[config.mk]
export PLATFORM = sky130hd
export DESIGN_NAME = buck_sleep_dvs_control
export DESIGN_NICKNAME = d
export VERILOG_FILES = /design/src/rtl/buck_ctl_pkg.sv /design/src/rtl/buck_sleep_dvs_control.sv /design/src/rtl/buck_voltage_decode.sv
export SDC_FILE = /design/constraint.sdc
export NUM_CORES = 1
export LEC_CHECK = 0
export BUFFER_PORTS_ARGS = -buffer_cell sky130_fd_sc_hd__buf_2
export CORE_MARGIN = 10
export CORE_UTILIZATION = 40
export CTS_CLUSTER_SIZE = 8
export DETAILED_ROUTE_END_ITERATION = 10
export GPL_TIMING_DRIVEN = 0
export PLACE_DENSITY = 0.72
export SYNTH_ARGS = -nofsm -noshare
export SYNTH_HDL_FRONTEND = slang
export SYNTH_SLANG_ARGS = --single-unit
[constraint.sdc]
create_clock -name pclk -period 5.8 [get_ports pclk]
set_input_delay 0.29 -clock pclk [delete_from_list [all_inputs] [get_ports pclk]]
set_output_delay 0.29 -clock pclk [all_outputs]
set_load 0.05 [all_outputs]
[src/rtl/buck_ctl_pkg.sv]
// package: register map, field layout and reset values of the buck sleep and scaling control
package buck_ctl_pkg;
    localparam logic [15:0] SLEEP_CTRL_INDEX = 16'h4059;
    localparam logic [15:0] SCALING_CTRL_INDEX = 16'h405A;
    localparam logic [15:0] STATUS_INDEX = 16'h4060;
    localparam int ADDR_W = 20;
    localparam int SLOT_HI = 15;
    localparam int SLOT_LO = 13;
    localparam int MODE_HI = 9;
    localparam int MODE_LO = 8;
    localparam int VSEL_HI = 6;
    localparam int VSEL_LO = 0;
    localparam int SRC_HI = 12;
    localparam int SRC_LO = 11;
    localparam logic [2:0] SLOT_RESET = 3'h0;
    localparam logic [1:0] MODE_RESET = 2'h3;
    localparam logic [6:0] VSEL_RESET = 7'h00;
    localparam logic [1:0] SRC_RESET = 2'h0;
    localparam logic [2:0] SLOT_SLEEP_TS5 = 3'h0;
    localparam logic [2:0] SLOT_SLEEP_TS3 = 3'h6;
    localparam logic [2:0] SLOT_SLEEP_TS1 = 3'h7;
    localparam logic [2:0] SLOT_DISABLE_FIRST = 3'h1;
    localparam logic [2:0] SLOT_DISABLE_LAST = 3'h5;
    localparam logic [2:0] TS1 = 3'h1;
    localparam logic [2:0] TS3 = 3'h3;
    localparam logic [2:0] TS5 = 3'h5;
    localparam logic [2:0] TS_AFTER_LAST = 3'h6;
    localparam logic [1:0] CONDUCT_FORCED_CONT = 2'h0;
    localparam logic [1:0] CONDUCT_AUTO_SKIP = 2'h1;
    localparam logic [1:0] CONDUCT_LINEAR = 2'h2;
    localparam logic [1:0] CONDUCT_HYSTERETIC = 2'h3;
    localparam logic [1:0] SRC_OFF = 2'h0;
    localparam logic [1:0] SRC_REGISTER = 2'h1;
    localparam logic [1:0] SRC_HW_A = 2'h2;
    localparam logic [1:0] SRC_HW_B = 2'h3;
    localparam logic [6:0] VSEL_FLOOR_CODE = 7'h08;
    localparam logic [6:0] VSEL_CEIL_CODE = 7'h68;
    localparam logic [6:0] VSEL_4MHZ_MAX = 7'h48;
    localparam logic [14:0] V_FLOOR_TENTH_MV = 15'h1770;
    localparam logic [7:0] V_STEP_TENTH_MV = 8'h7D;
endpackage : buck_ctl_pkg

[src/rtl/buck_sleep_dvs_control.sv]
// buck1 sleep slot, sleep mode/voltage and dynamic voltage scaling control with apb registers
//
// Our own choice: the APB slave port.
`timescale 1ns/10ps
`default_nettype none
// Notes on behaviour
// RULE_01 - slot resets to 000; 000 sleeps in slot 5, 110 in slot 3, 111 in slot 1.
// RULE_02 - slot codes 001 to 101 disable in slot 5 down to slot 1, one slot earlier per code.
// RULE_03 - under a hardware enable input, codes 001 to 101 pick the sleep slot instead.
// RULE_04 - sleep mode: 00 forced continuous, 01 auto skip, 10 linear, 11 hysteretic; reset 11.
// RULE_05 - sleep voltage code, reset 0: 12.5 mV steps, 0.6 V up to 08h, 1.8 V from 68h.
// RULE_06 - software keeps every voltage code at or below 48h while switching at 4 MHz.
// RULE_07 - scaling source, reset 00: off, register, hardware input a or hardware input b.
// RULE_08 - the scaling voltage code, reset zero, maps like the sleep voltage code with clamping.
// RULE_09 - while scaling is active the target is the scaling code, otherwise the normal code; once sleep is entered the code targets the sleep code instead.
module buck_sleep_dvs_control (
    input wire logic pclk,
    input wire logic presetn,
    input wire logic psel,
    input wire logic penable,
    input wire logic pwrite,
    input wire logic [buck_ctl_pkg::ADDR_W-1:0] paddr,
    input wire logic [31:0] pwdata,
    output logic [31:0] prdata,
    output logic pready,
    output logic pslverr,
    input wire logic sleep_request,
    input wire logic timeslot_strobe,
    input wire logic [2:0] timeslot_number,
    input wire logic hw_enable_assigned,
    input wire logic switching_4mhz,
    input wire logic [6:0] normal_voltage_code,
    input wire logic [1:0] normal_conduction_mode,
    input wire logic hw_scaling_input_a,
    input wire logic hw_scaling_input_b,
    output logic converter_enable,
    output logic sleep_active,
    output logic scaling_active,
    output logic [1:0] conduction_mode,
    output logic [6:0] target_voltage_code,
    output logic [14:0] target_voltage_tenth_mv,
    output logic code_limit_violation
);
    typedef struct packed {
        logic [2:0] buck1_sleep_timeslot;
        logic [1:0] buck1_sleep_conduction_mode;
        logic [6:0] buck1_sleep_voltage_code;
        logic [1:0] buck1_scaling_source;
        logic [6:0] buck1_scaling_voltage_code;
        logic [2:0] sync_a;
        logic [2:0] sync_b;
        logic hw_a;
        logic hw_b;
        logic sleep_entered;
        logic disabled;
        logic [31:0] prdata;
        logic pready;
        logic pslverr;
        logic converter_enable;
        logic scaling_active;
        logic [1:0] conduction_mode;
        logic [6:0] target_code;
        logic [14:0] target_mv;
        logic limit_violation;
    } state_t;

    state_t st_r;
    state_t st_nxt;
    logic [14:0] decoded_mv;
    logic [6:0] next_code;
    logic access;
    logic commit;
    logic [buck_ctl_pkg::ADDR_W-1:0] a_sleep;
    logic [buck_ctl_pkg::ADDR_W-1:0] a_scale;
    logic [buck_ctl_pkg::ADDR_W-1:0] a_stat;
    logic [2:0] slot;
    logic [2:0] action_ts;
    logic disable_code;
    logic scale_on;

    assign a_sleep = buck_ctl_pkg::ADDR_W'({buck_ctl_pkg::SLEEP_CTRL_INDEX, 2'b00});
    assign a_scale = buck_ctl_pkg::ADDR_W'({buck_ctl_pkg::SCALING_CTRL_INDEX, 2'b00});
    assign a_stat = buck_ctl_pkg::ADDR_W'({buck_ctl_pkg::STATUS_INDEX, 2'b00});

    buck_voltage_decode u_decode (
        .code(next_code),
        .tenth_mv(decoded_mv)
    );

    ////////////////////////////////////////////////////////////////////////////////
    always_comb begin
        st_nxt = st_r;
        slot = st_r.buck1_sleep_timeslot;
        // pins: three stages, a change counts once the last two agree
        st_nxt.sync_a = {st_r.sync_a[1:0], hw_scaling_input_a};
        st_nxt.sync_b = {st_r.sync_b[1:0], hw_scaling_input_b};
        if (st_r.sync_a[2] == st_r.sync_a[1]) begin
            st_nxt.hw_a = st_r.sync_a[2];
        end
        if (st_r.sync_b[2] == st_r.sync_b[1]) begin
            st_nxt.hw_b = st_r.sync_b[2];
        end
        // apb: one wait state, answer on the second access cycle
        access = psel && penable && !st_r.pready;
        st_nxt.pready = access;
        st_nxt.pslverr = 1'b0;
        st_nxt.prdata = 32'h0000_0000;
        if (access) begin
            if (paddr == a_sleep) begin
                st_nxt.prdata[buck_ctl_pkg::SLOT_HI:buck_ctl_pkg::SLOT_LO] = slot;
                st_nxt.prdata[buck_ctl_pkg::MODE_HI:buck_ctl_pkg::MODE_LO] =
                    st_r.buck1_sleep_conduction_mode;
                st_nxt.prdata[buck_ctl_pkg::VSEL_HI:buck_ctl_pkg::VSEL_LO] =
                    st_r.buck1_sleep_voltage_code;
            end else if (paddr == a_scale) begin
                st_nxt.prdata[buck_ctl_pkg::SRC_HI:buck_ctl_pkg::SRC_LO] =
                    st_r.buck1_scaling_source;
                st_nxt.prdata[buck_ctl_pkg::VSEL_HI:buck_ctl_pkg::VSEL_LO] =
                    st_r.buck1_scaling_voltage_code;
            end else if (paddr == a_stat && !pwrite) begin
                st_nxt.prdata[0] = st_r.sleep_entered;
                st_nxt.prdata[1] = st_r.disabled;
                st_nxt.prdata[2] = st_r.scaling_active;
                st_nxt.prdata[3] = st_r.limit_violation;
                st_nxt.prdata[10:4] = st_r.target_code;
            end else begin
                st_nxt.pslverr = 1'b1;
            end
        end
        // writes land only at the edge where the master samples pready high
        commit = psel && penable && pwrite && st_r.pready;
        if (commit && paddr == a_sleep) begin
            st_nxt.buck1_sleep_timeslot = pwdata[buck_ctl_pkg::SLOT_HI:buck_ctl_pkg::SLOT_LO];
            st_nxt.buck1_sleep_conduction_mode =
                pwdata[buck_ctl_pkg::MODE_HI:buck_ctl_pkg::MODE_LO]; // RULE_04
            st_nxt.buck1_sleep_voltage_code =
                pwdata[buck_ctl_pkg::VSEL_HI:buck_ctl_pkg::VSEL_LO];
        end
        if (commit && paddr == a_scale) begin
            st_nxt.buck1_scaling_source =
                pwdata[buck_ctl_pkg::SRC_HI:buck_ctl_pkg::SRC_LO]; // RULE_07
            st_nxt.buck1_scaling_voltage_code =
                pwdata[buck_ctl_pkg::VSEL_HI:buck_ctl_pkg::VSEL_LO]; // RULE_08
        end
        ////////////////////////////////////////////////////////////////////////////////
        // sleep slot decode
        disable_code = (slot >= buck_ctl_pkg::SLOT_DISABLE_FIRST) &&
                       (slot <= buck_ctl_pkg::SLOT_DISABLE_LAST);
        case (slot)
            buck_ctl_pkg::SLOT_SLEEP_TS5: action_ts = buck_ctl_pkg::TS5; // RULE_01
            buck_ctl_pkg::SLOT_SLEEP_TS3: action_ts = buck_ctl_pkg::TS3; // RULE_01
            buck_ctl_pkg::SLOT_SLEEP_TS1: action_ts = buck_ctl_pkg::TS1; // RULE_01
            default: action_ts = buck_ctl_pkg::TS_AFTER_LAST - slot; // RULE_02
        endcase
        if (!sleep_request) begin
            st_nxt.sleep_entered = 1'b0;
            st_nxt.disabled = 1'b0;
        end else if (timeslot_strobe && timeslot_number == action_ts) begin
            if (disable_code && !hw_enable_assigned) begin
                st_nxt.disabled = 1'b1; // RULE_02
            end else begin
                st_nxt.sleep_entered = 1'b1; // RULE_03
            end
        end
        ////////////////////////////////////////////////////////////////////////////////
        // scaling source and target selection
        case (st_r.buck1_scaling_source)
            buck_ctl_pkg::SRC_REGISTER: scale_on = 1'b1; // RULE_07
            buck_ctl_pkg::SRC_HW_A: scale_on = st_r.hw_a; // RULE_07
            buck_ctl_pkg::SRC_HW_B: scale_on = st_r.hw_b; // RULE_07
            default: scale_on = 1'b0;
        endcase
        // sleep settings override scaling once sleep is entered
        if (st_nxt.sleep_entered) begin
            next_code = st_r.buck1_sleep_voltage_code; // RULE_05
            st_nxt.conduction_mode = st_r.buck1_sleep_conduction_mode; // RULE_04
        end else if (scale_on) begin
            next_code = st_r.buck1_scaling_voltage_code; // RULE_09
            st_nxt.conduction_mode = normal_conduction_mode;
        end else begin
            next_code = normal_voltage_code; // RULE_09
            st_nxt.conduction_mode = normal_conduction_mode;
        end
        st_nxt.scaling_active = scale_on;
        st_nxt.target_code = next_code;
        st_nxt.target_mv = decoded_mv; // RULE_05
        st_nxt.converter_enable = !st_nxt.disabled;
        // flags an out-of-range code; the converter itself is not protected by it
        st_nxt.limit_violation = switching_4mhz &&
            (next_code > buck_ctl_pkg::VSEL_4MHZ_MAX); // RULE_06
    end

    ////////////////////////////////////////////////////////////////////////////////
    always_ff @(posedge pclk or negedge presetn) begin
        if (!presetn) begin
            st_r <= '0;
            st_r.buck1_sleep_timeslot <= buck_ctl_pkg::SLOT_RESET; // RULE_01
            st_r.buck1_sleep_conduction_mode <= buck_ctl_pkg::MODE_RESET; // RULE_04
            st_r.buck1_sleep_voltage_code <= buck_ctl_pkg::VSEL_RESET; // RULE_05
            st_r.buck1_scaling_source <= buck_ctl_pkg::SRC_RESET; // RULE_07
            st_r.buck1_scaling_voltage_code <= buck_ctl_pkg::VSEL_RESET; // RULE_08
            st_r.converter_enable <= 1'b1;
            st_r.target_mv <= buck_ctl_pkg::V_FLOOR_TENTH_MV;
        end else begin
            st_r <= st_nxt;
        end
    end

    assign prdata = st_r.prdata;
    assign pready = st_r.pready;
    assign pslverr = st_r.pslverr;
    assign converter_enable = st_r.converter_enable;
    assign sleep_active = st_r.sleep_entered;
    assign scaling_active = st_r.scaling_active;
    assign conduction_mode = st_r.conduction_mode;
    assign target_voltage_code = st_r.target_code;
    assign target_voltage_tenth_mv = st_r.target_mv;
    assign code_limit_violation = st_r.limit_violation;
endmodule : buck_sleep_dvs_control
`default_nettype wire

[src/rtl/buck_voltage_decode.sv]
// code-to-voltage mapping in units of 0.1 mV, clamped at both ends
`timescale 1ns/10ps
`default_nettype none
module buck_voltage_decode (
    input wire logic [6:0] code,
    output logic [14:0] tenth_mv
);
    logic [6:0] clamped;
    logic [6:0] steps;
    logic [14:0] product;
    always_comb begin
        if (code < buck_ctl_pkg::VSEL_FLOOR_CODE) begin
            clamped = buck_ctl_pkg::VSEL_FLOOR_CODE;
        end else if (code > buck_ctl_pkg::VSEL_CEIL_CODE) begin
            clamped = buck_ctl_pkg::VSEL_CEIL_CODE;
        end else begin
            clamped = code;
        end
        steps = clamped - buck_ctl_pkg::VSEL_FLOOR_CODE;
        // widen both factors first so the product cannot wrap at eight bits
        product = 15'(steps) * 15'(buck_ctl_pkg::V_STEP_TENTH_MV);
        tenth_mv = buck_ctl_pkg::V_FLOOR_TENTH_MV + product;
    end
endmodule : buck_voltage_decode
`default_nettype wire

After elaboration in Yosys (flattened, before gate mapping)
Index checks and enable logic that the tools add are counted.

word-level totals
  bits in read-only memories = 0
  memory bits (writable) = 0
  register bits after elaboration = 76
  memories kept = 0
  bits in latches = 0
  word-level logic and storage cells = 81

operators by class
  muxes and demuxes = 25
  order comparisons = 5
  eq/ne operators = 11
  add/sub/neg operators = 3
  multiply operators = 1
  bitwise operators = 0
  shifts and indexed selects = 0
  divide/modulo/power cells = 0
  reductions and logical operators = 16

operator list
  kind                                                                number
  equality test 20 x 17 -> 1 bit (second input constant)              3
  two-way mux 7 bit                                                   6
  two-way mux 16 bit                                                  1
  adder 13 x 14 -> 15 bit (first input constant)                      1
  > comparator 7 bit (second input constant)                          2
  multiplier 7 x 7 -> 14 bit (second input constant)                  1
  logical AND 1 bit                                                   11
  two-way mux 11 bit                                                  1
  two-way mux 2 bit                                                   5
  one-hot mux 3 bit (3 select lines)                                  1
  less-than comparator 7 x 4 -> 1 bit (second input constant)         1
  two-way mux 1 bit                                                   7
  subtractor 7 x 4 -> 7 bit (second input constant)                   1
  equality test 3 bit (second input constant)                         2
  two-way mux 3 bit                                                   2
  equality test 2 bit (second input constant)                         2
  zero test 1 bit                                                     4
  two-way mux 4 bit                                                   1
  equality test 3 bit                                                 1
  greater-or-equal comparator 3 x 1 -> 1 bit (second input constant)  1
  <= comparator 3 bit (second input constant)                         1
  zero test 3 bit                                                     1
  one-hot mux 1 bit (3 select lines)                                  1
  subtractor 3 bit (first input constant)                             1
  2 further kinds                                                     3

Logic depth before layout (Yosys ltp)
Gate-level depths: netlist of run 1.

  word-level depth = 13
  depth in mapped cells = 28
  gate-level depth less buffers = 27

Cells and area by module
From an unflattened synthesis of run 1, not the netlist that was laid out.

second synthesis, totals
  cells, all modules = 442
  area total of the unflattened synthesis = 4,919.7 µm²

modules (own cells, without submodules)
  module                  instances  area each (µm²)  cells an instance  sequential area each (µm²)
  buck_sleep_dvs_control  1          3,538.4          283                1,914.3
  buck_voltage_decode     1          1,381.3          159                0.0

Worst setup path after synthesis of run 1
No wires, ideal clock.

  kind = register to register
  from = register st_r, in the netlist slot[1]
  to = register st_r, in the netlist target_voltage_tenth_mv[14]
  data arrival time = 6,270 ps
  period minus slack after synthesis = 6,350 ps
  stages on the path, launching flop included = 29
  path slack = -550 ps
  cells stage by stage = dfrtp_1 -> inv_1 -> ha_1 -> nand2b_1 -> a31oi_1 -> xor2_1 -> a41oi_2 -> buf_6 -> mux2_4 -> o21a_1 -> o21ai_2 -> inv_2 -> ha_1 -> xnor2_1 -> inv_1 -> ha_1 -> fa_1 -> fa_1 -> inv_1 -> fa_1 -> inv_1 -> ha_1 -> a21oi_1 -> o21bai_1 -> a21oi_1 -> o21ai_0 -> a21o_1 -> a21oi_1 -> xnor2_1

between the ends
  word-level cells in the longest chain between the ends = 13
  elaborated cells on any way between the ends = 22

RTL lines
  what                                                                     RTL line                                                      RTL
  start, declared                                                          buck_sleep_dvs_control.sv:67                                  state_t st_r;
  start signal, assigned                                                   buck_sleep_dvs_control.sv:205                                 st_r <= st_nxt;
  subtractor 3 bit (tied with other cells)                                 buck_sleep_dvs_control.sv:153                                 default: action_ts = buck_ctl_pkg::TS_AFTER_LAST - slot;
  one-hot mux 3 bit (3 select lines) or logical AND 1 bit (tied branches)  buck_sleep_dvs_control.sv:149, buck_sleep_dvs_control.sv:147
  equality test 3 bit or logical AND 1 bit (tied branches)                 buck_sleep_dvs_control.sv:158, buck_sleep_dvs_control.sv:159
  logical AND 1 bit or two-way mux 1 bit (tied branches)                   buck_sleep_dvs_control.sv:158, buck_sleep_dvs_control.sv:159
  two-way mux 2 bit *                                                      buck_sleep_dvs_control.sv:158                                 end else if (timeslot_strobe && timeslot_number == action_ts) begin
  two-way mux 2 bit *                                                      buck_sleep_dvs_control.sv:155                                 if (!sleep_request) begin
  two-way mux 7 bit *                                                      buck_sleep_dvs_control.sv:174                                 if (st_nxt.sleep_entered) begin
  net next_code[4]                                                         buck_sleep_dvs_control.sv:70                                  logic [6:0] next_code;
  > comparator 7 bit                                                       buck_voltage_decode.sv:14                                     end else if (code > buck_ctl_pkg::VSEL_CEIL_CODE) begin
  two-way mux 7 bit                                                        buck_voltage_decode.sv:14
  two-way mux 7 bit *                                                      buck_voltage_decode.sv:12                                     if (code < buck_ctl_pkg::VSEL_FLOOR_CODE) begin
  subtractor 7 x 4 -> 7 bit *                                              buck_voltage_decode.sv:19                                     steps = clamped - buck_ctl_pkg::VSEL_FLOOR_CODE;
  multiplier 7 x 7 -> 14 bit *                                             buck_voltage_decode.sv:21                                     product = 15'(steps) * 15'(buck_ctl_pkg::V_STEP_TENTH_MV);
  adder 13 x 14 -> 15 bit *                                                buck_voltage_decode.sv:22                                     tenth_mv = buck_ctl_pkg::V_FLOOR_TENTH_MV + product;
  net decoded_mv[14]                                                       buck_sleep_dvs_control.sv:69                                  logic [14:0] decoded_mv;

The timed path passes the listed nets; every way through them passes the cells marked *.
A chain may end at the register's enable or synchronous reset.

==> out/metrics.cfg, run 1 <==
[setup_path]
path_buf_inv=8
worstPathMaxFanout=7
critPathTopFamily=compound AO/OA/AOI/OAI gates
critPathMaxStageDelay_ns=0.54
endpoint_kind=flip-flop
cp.arrival_ns=6.14
reg2reg_from=slot[1]
cp.required_ns=6.06
cp_slowest_cell=fa_1
start_kind=flip-flop
regToRegSetupSlack_ns=-0.09
r2r_end=target_voltage_tenth_mv[14]
crit_type=flip-flop to flip-flop
r2r_cells=28

[timing]
hold_violations=0
postLayoutSetupSlackWorst_ns=-0.0871
rsz0062_at_grt=true
min_period_over_period_pct=102
slew_headroom_pct=15.5
hold-worst-slack_ns=0.0633
finalClockSkew_ns=0.00811
max_slew.worst_pin.slew_ns=1.26
finalSetupViolCount=2
fin_crit_ns=5.89
report.final.slew_viol_count=0
fmax_mhz=170

[cells_and_area]
final_nets=743
nFillCells=1059
final_cells=764
drive_gt1_share_pct=47.4
area_growth_pct=32.7

[placement]
io_buffers=102
dp_hpwl_um=9540
dp_cells=719
dpl_worst_slack_ns=-0.850
gp_congestion=0.884

[drt]
post_drt_wl_per_cell_um=16.3
drt-pass1-iter-count=5
ant_nets=0
vias=3785
drt_iter0_drc=267
drcViolationCount=0
wl_um=12400
vias_per_cell=4.95

[cts]
clk_pin_slew_ns=0.06
cts_made_buffers=9
cts.htree.levels=3
cts_root_buffer=clkbuf_16
clockBufferDepth=2
cts_tree=yes
clock_latency_ns=0.33
cts.sinks=76

[run_status]
violations=setup timing
status=complete, but fails checks

[logic_synthesis]
ys_warn_count=0
syn_area_um2=4900
synthArstFlopShare_pct=100
avgSynthCellArea_um2=10.8
ys_ff_latch=76
yosysSeqAreaShare_pct=39.1
synth_edf_count=0
synth_cell_types=55
syn_inst=454
synth_ff_type=dfrtp_1

[global_route]
grt_max_degree=52
grt_pass1_vias=4058
overflow=0
grt_use_total_pct=14.6
grt_pass1_wl_um=19600
antenna_found_initial=1

[die]
fp.dieW_um=131
dieHeight_um=131
core_area_um2=12000
initial_utilization_pct=40.8
num_rows=40
io_pins=137
die_area_um2=17100

[power_and_ir_drop]
p_total_mw=2.80
power_density_nw_per_um2=430
power_leakage_nw=3.37
vdd_ir_drop_max_mv=0.540

[hold_path]
min-delay-path-class=input pin to flip-flop
worstHoldStart=hw_scaling_input_b
holdPathStages=1
hold_end=st_nxt[66]

[flow_run]
drv_cap=0

[routing by layer]
| metal | wire length [µm] | GRT usage [%] | up-vias | share of wire [%] |
|---|---|---|---|---|
| met5 | 13 | 0 | - | 0.10 |
| met4 | 221 | 5.30 | 2 | 1.8 |
| met3 | 1100 | 4.27 | 22 | 8.9 |
| met2 | 6290 | 25.8 | 155 | 51 |
| met1 | 4800 | 16.3 | 1798 | 39 |
| li1 | - | - | 1808 | - |
[worst max-delay path by stage]
stage | startpoint | endpoint | slack [ns] | depth (start not counted)
3_5_place_dp | slot[1] | target_voltage_tenth_mv[13] | -0.85 | 26
2_1_floorplan | slot[1] | target_voltage_tenth_mv[14] | -0.002 | 28
6_report | slot[1] | target_voltage_tenth_mv[14] | -0.09 | 28
4_1_cts | slot[1] | target_voltage_tenth_mv[14] | -0.18 | 29
3_3_place_gp | slot[1] | target_voltage_tenth_mv[13] | -0.69 | 26
5_1_grt | slot[1] | target_voltage_tenth_mv[14] | -0.38 | 29
[layout make-up]
cell class | instances | area (µm²) | share of cell area [%]
sequential | 76 | 1920 | 29.5
clock buffer | 11 | 243 | 3.73
antenna | 1 | 2.50 | 0.0385
timing repair buffer | 131 | 761 | 11.7
multi-input combinational | 280 | 2650 | 40.8
inverter | 47 | 181 | 2.79
clock inverter | 5 | 85.1 | 1.31
tap | 147 | 184 | 2.83
buffer | 66 | 479 | 7.37
[cells in the mapped netlist (9+ instances only)]
| master | instances | area (µm²) |
|---|---|---|
| a21oi_1 | 20 | 100 |
| buf_4 | 57 | 428 |
| dfrtp_1 | 66 | 1650 |
| dfstp_2 | 10 | 263 |
| fa_1 | 16 | 320 |
| ha_1 | 41 | 513 |
| inv_1 | 45 | 169 |
| mux2_2 | 27 | 304 |
| nand2_1 | 17 | 63.8 |
| nor2_1 | 20 | 75.1 |
| nor3_1 | 9 | 45.0 |
| o21ai_0 | 11 | 55.1 |
| xnor2_1 | 11 | 96.3 |
[report_power, final]
part	switching (mW)	total [mW]	internal [mW]
clock network	0.223	0.614	0.391
logic	0.825	1.54	0.719
registers	0.0170	0.638	0.621
[cells by family (layout without fill, tap and decap cells)]
family / count (synthesis) / count (layout) / share of synthesized area (%)
DFF: 76 / 76 / 39.1
other: 1 / 17 / 0.0765
AOI/OAI and AO/OA: 67 / 67 / 9.65
and+or+nand+nor: 86 / 86 / 9.27
xor gates and xnor gates: 17 / 17 / 3.19
adders and majority gates: 59 / 59 / 17.4
buffers and inverters: 113 / 260 / 13.4
muxes: 35 / 35 / 7.97
[through the flow]
stage / cell area (µm²) / utilization, % / setup TNS [ns]
finish: 6500 / 54.1 / -0.173
detailed placement: 5730 / 47.7 / -3.61
floorplan: 5010 / - / -0.00225
global placement: 5700 / 47.5 / -2.52
CTS: 6410 / 53.4 / -0.274
global route: 6500 / 54.1 / -1.15
[cell usage in the layout, fill, tap and decap left out, types with 4 or more instances in the layout]
cell type,count
clkbuf_1,6
a21oi_2,5
ha_1,31
mux2_2,25
a222oi_1,7
buf_4,83
nor2_1,20
inv_2,7
buf_6,4
a21o_1,5
o21ai_0,6
mux2i_1,6
and3_1,7
dfrtp_1,65
nor4_1,6
nand2b_1,8
xor2_1,4
xnor2_1,8
buf_2,103
nor3_1,8
dfstp_2,10
clkbuf_16,9
ha_4,10
conb_1,16
inv_1,38
a21oi_1,13
nand2_1,17
fa_1,15
[repair_timing]
action                                 4_1_cts  5_1_grt
setup endpoints to repair                    8        6
pin swaps                                   26       20
buffers inserted                            21        8
gates resized for setup                     35        8
endpoints found under the hold margin       19        0
hold buffers                                 1        0
[flip-flops by register name (all words and copies together) (netlist names), 2 cells and up]
name / count
conduction_mode: 2
prdata: 16
slot: 3
st_nxt: 4
st_r: 23
target_voltage_code: 7
target_voltage_tenth_mv: 15
[worst reg2reg max path: cells and delay by family (launching register included)]
kind | cells | cell delay [ns]
flip-flops | 1 | 0.43
AO/OA/AOI/OAI | 11 | 2.08
XOR/XNOR | 3 | 0.42
adder cells (fa/ha/maj) | 6 | 2.03
buffers and inverters | 8 | 0.84
Power figures use the tool's default switching activity.
==> inputs of run 2 (changes only) <==
- CTS_BUF_LIST: default -> sky130_fd_sc_hd__clkbuf_16
- PLACE_DENSITY: 0.72 -> default
- PLACE_DENSITY_LB_ADDON: default -> 0.05
==> run 2 against run 1 <==
The run still ends with setup timing left; sequential share of layout area shrank 0.24 points; cell count is 0.39% higher; cell area rose by 0.83%; setup slack improved by 0.051 ns; largest cell class unchanged; highest routed layer unchanged.
==> out/metrics.cfg, run 2 (same netlist as run 1, synthesis figures left out) <==
[power_and_ir_drop]
power_density_nw_per_um2=417  ; was 430 nW/µm²
power.share.switching_pct=37.9  ; was 38.1%
sequentialPowerShare_pct=23.3  ; was 22.8%
clockPowerShare_pct=21.8  ; was 22.0%
p_comb_share_pct=54.9  ; was 55.2%
internal_power_mw=1.70  ; was 1.73 mW
vdd_ir_drop_max_mv=0.383  ; was 0.540 mV
switching_power_mw=1.04  ; was 1.06 mW
power_leakage_nw=3.40  ; was 3.37 nW

[die]
die_area_um2=17100  ; unchanged
num_rows=40  ; unchanged
initial_utilization_pct=40.8  ; unchanged
core_area_um2=12000  ; unchanged
io_pins=137  ; unchanged
dieHeight_um=131  ; unchanged
fp.dieW_um=131  ; unchanged

[global_route]
grt_max_degree=72  ; was 52
grt_pass1_vias=3945  ; was 4058
grt_use_total_pct=14.7  ; was 14.6%
antenna_found_initial=2  ; was 1
overflow=0  ; unchanged
grt_pass1_wl_um=19700  ; was 19600 µm

[drt]
drcViolationCount=0  ; unchanged
drt_iter0_drc=217  ; was 267
post_drt_wl_per_cell_um=16.0  ; was 16.3 µm
ant_nets=0  ; unchanged
vias_per_cell=4.81  ; was 4.95
vias=3690  ; was 3785
wl_um=12300  ; was 12400 µm
drt-pass1-iter-count=5  ; unchanged

[setup_path]
crit_type=flip-flop to flip-flop  ; unchanged
cp.arrival_ns=6.05  ; was 6.14 ns
worstPathMaxFanout=5  ; was 7
endpoint_kind=flip-flop  ; unchanged
cp_slowest_cell=fa_1  ; unchanged
cp.required_ns=6.01  ; was 6.06 ns
critPathMaxStageDelay_ns=0.53  ; was 0.54 ns
start_kind=flip-flop  ; unchanged

[run_status]
status=complete, but fails checks  ; unchanged
violations=setup timing  ; unchanged

[cells_and_area]
layout.cells.most_common_list=103 x buf_2, 87 x buf_4, 65 x dfrtp_1  ; was 103 x buf_2, 83 x buf_4, 65 x dfrtp_1
largest_register_ffs=23  ; unchanged
final_cells=767  ; was 764
drive_gt1_share_pct=48.1  ; was 47.4%
area_growth_pct=33.8  ; was 32.7%
fin_util_pct=54.6  ; was 54.1%
regMostFlops=st_r  ; unchanged
layout_commonest_cell=buf_2  ; unchanged
final_nets=746  ; was 743

[cts]
cts_made_buffers=9  ; unchanged
cts.htree.levels=3  ; unchanged
cts_root_buffer=clkbuf_16  ; unchanged
cts.sinks=76  ; unchanged
cts_tree=yes  ; unchanged
clock_latency_ns=0.34  ; was 0.33 ns
clockBufferDepth=2  ; unchanged
clk_pin_slew_ns=0.06  ; about the same

[placement]
dpl_worst_slack_ns=-0.783  ; was -0.850 ns
io_buffers=102  ; unchanged
dp_cells=719  ; unchanged
gp_congestion=0.840  ; was 0.884
dp_hpwl_um=9430  ; was 9540 µm

[timing]
max_slew.worst_pin.slew_ns=1.03  ; was 1.26 ns
min_period_over_period_pct=101  ; was 102%
slew_headroom_pct=30.6  ; was 15.5%
fin_crit_ns=5.84  ; was 5.89 ns
hold_violations=0  ; unchanged
report.final.slew_viol_count=0  ; unchanged
postLayoutSetupSlackWorst_ns=-0.0366  ; was -0.0871 ns
rsz0062_at_grt=true  ; unchanged
finalSetupViolCount=2  ; unchanged
finalClockSkew_ns=0.00967  ; was 0.00811 ns
fmax_mhz=171  ; was 170 MHz
hold-worst-slack_ns=0.0603  ; was 0.0633 ns

[flow_run]
drv_cap=0  ; unchanged

[hold_path]
min-delay-path-class=input pin to flip-flop  ; unchanged

-- run 2: metal layers --
layer	GRT usage, %	vias up	wire (µm)
met5	0	-	8
met4	4.05	2	136
met3	4.39	12	960
met2	24.8	127	5900
met1	17.7	1747	5270
li1	-	1802	-
-- run 2: layout make-up --
type,count,area [µm²]
tap,147,184
clock inverter,7,92.6
antenna,1,2.50
timing repair buffer,134,779
sequential,76,1920
fill,1072,5460
multi-input combinational,280,2690
clock buffer,9,225
inverter,47,184
buffer,66,479
-- run 2: worst paths after layout --
| path | from | endpoint | slack [ns] | depth (start not counted) |
|---|---|---|---|---|
| worst max-delay path | slot[1] | target_voltage_tenth_mv[13] | -0.04 | 28 |
| worst min-delay path | hw_scaling_input_b | st_nxt[66] | 0.06 | 1 |
| worst max register to register | slot[1] | target_voltage_tenth_mv[13] | -0.04 | 28 |
| worst min register to register | st_nxt[66] | st_nxt[67] | 0.35 | 0 |
| max in group asynchronous | presetn | target_voltage_tenth_mv[10] | 4.89 | 3 |
| min in group asynchronous | presetn | prdata[15] | 0.32 | 2 |
-- run 2: through the flow --
step	cell area, µm²	setup TNS (ns)	power, mW
global placement	5700	-2.65	1.86
detailed placement	5730	-2.84	1.89
global route	6550	-0.832	2.95
CTS	6400	-0.368	2.71
floorplan	5010	-0.00225	1.65
finish	6560	-0.0607	2.74
-- run 2: timing repair --
item	CTS	global route
hold buffers	1	0
gates resized for setup	29	20
hold endpoints to repair	5	0
pin swaps	29	17
buffers inserted	25	6
setup endpoints to repair	7	6
-- run 2: power groups by stage --
stage                     Combinational, mW  Sequential [mW]  Clock, mW
after floorplan                       0.998            0.647          0
after global placement                 1.21            0.646          0
after detailed placement               1.24            0.647          0
after CTS                              1.47            0.638      0.612
after global routing                   1.67            0.642      0.641
final                                  1.50            0.637      0.597
-- run 2: critical path: cells and delay by family, from the launching register on --
kind            cells  cell delay [ns]
fa+ha+maj           7             2.35
compound gates      9             1.54
buf+inv             7             0.58
xor+xnor            3             0.42
flops               1             0.42
mux                 1             0.33
simple gates        1             0.06
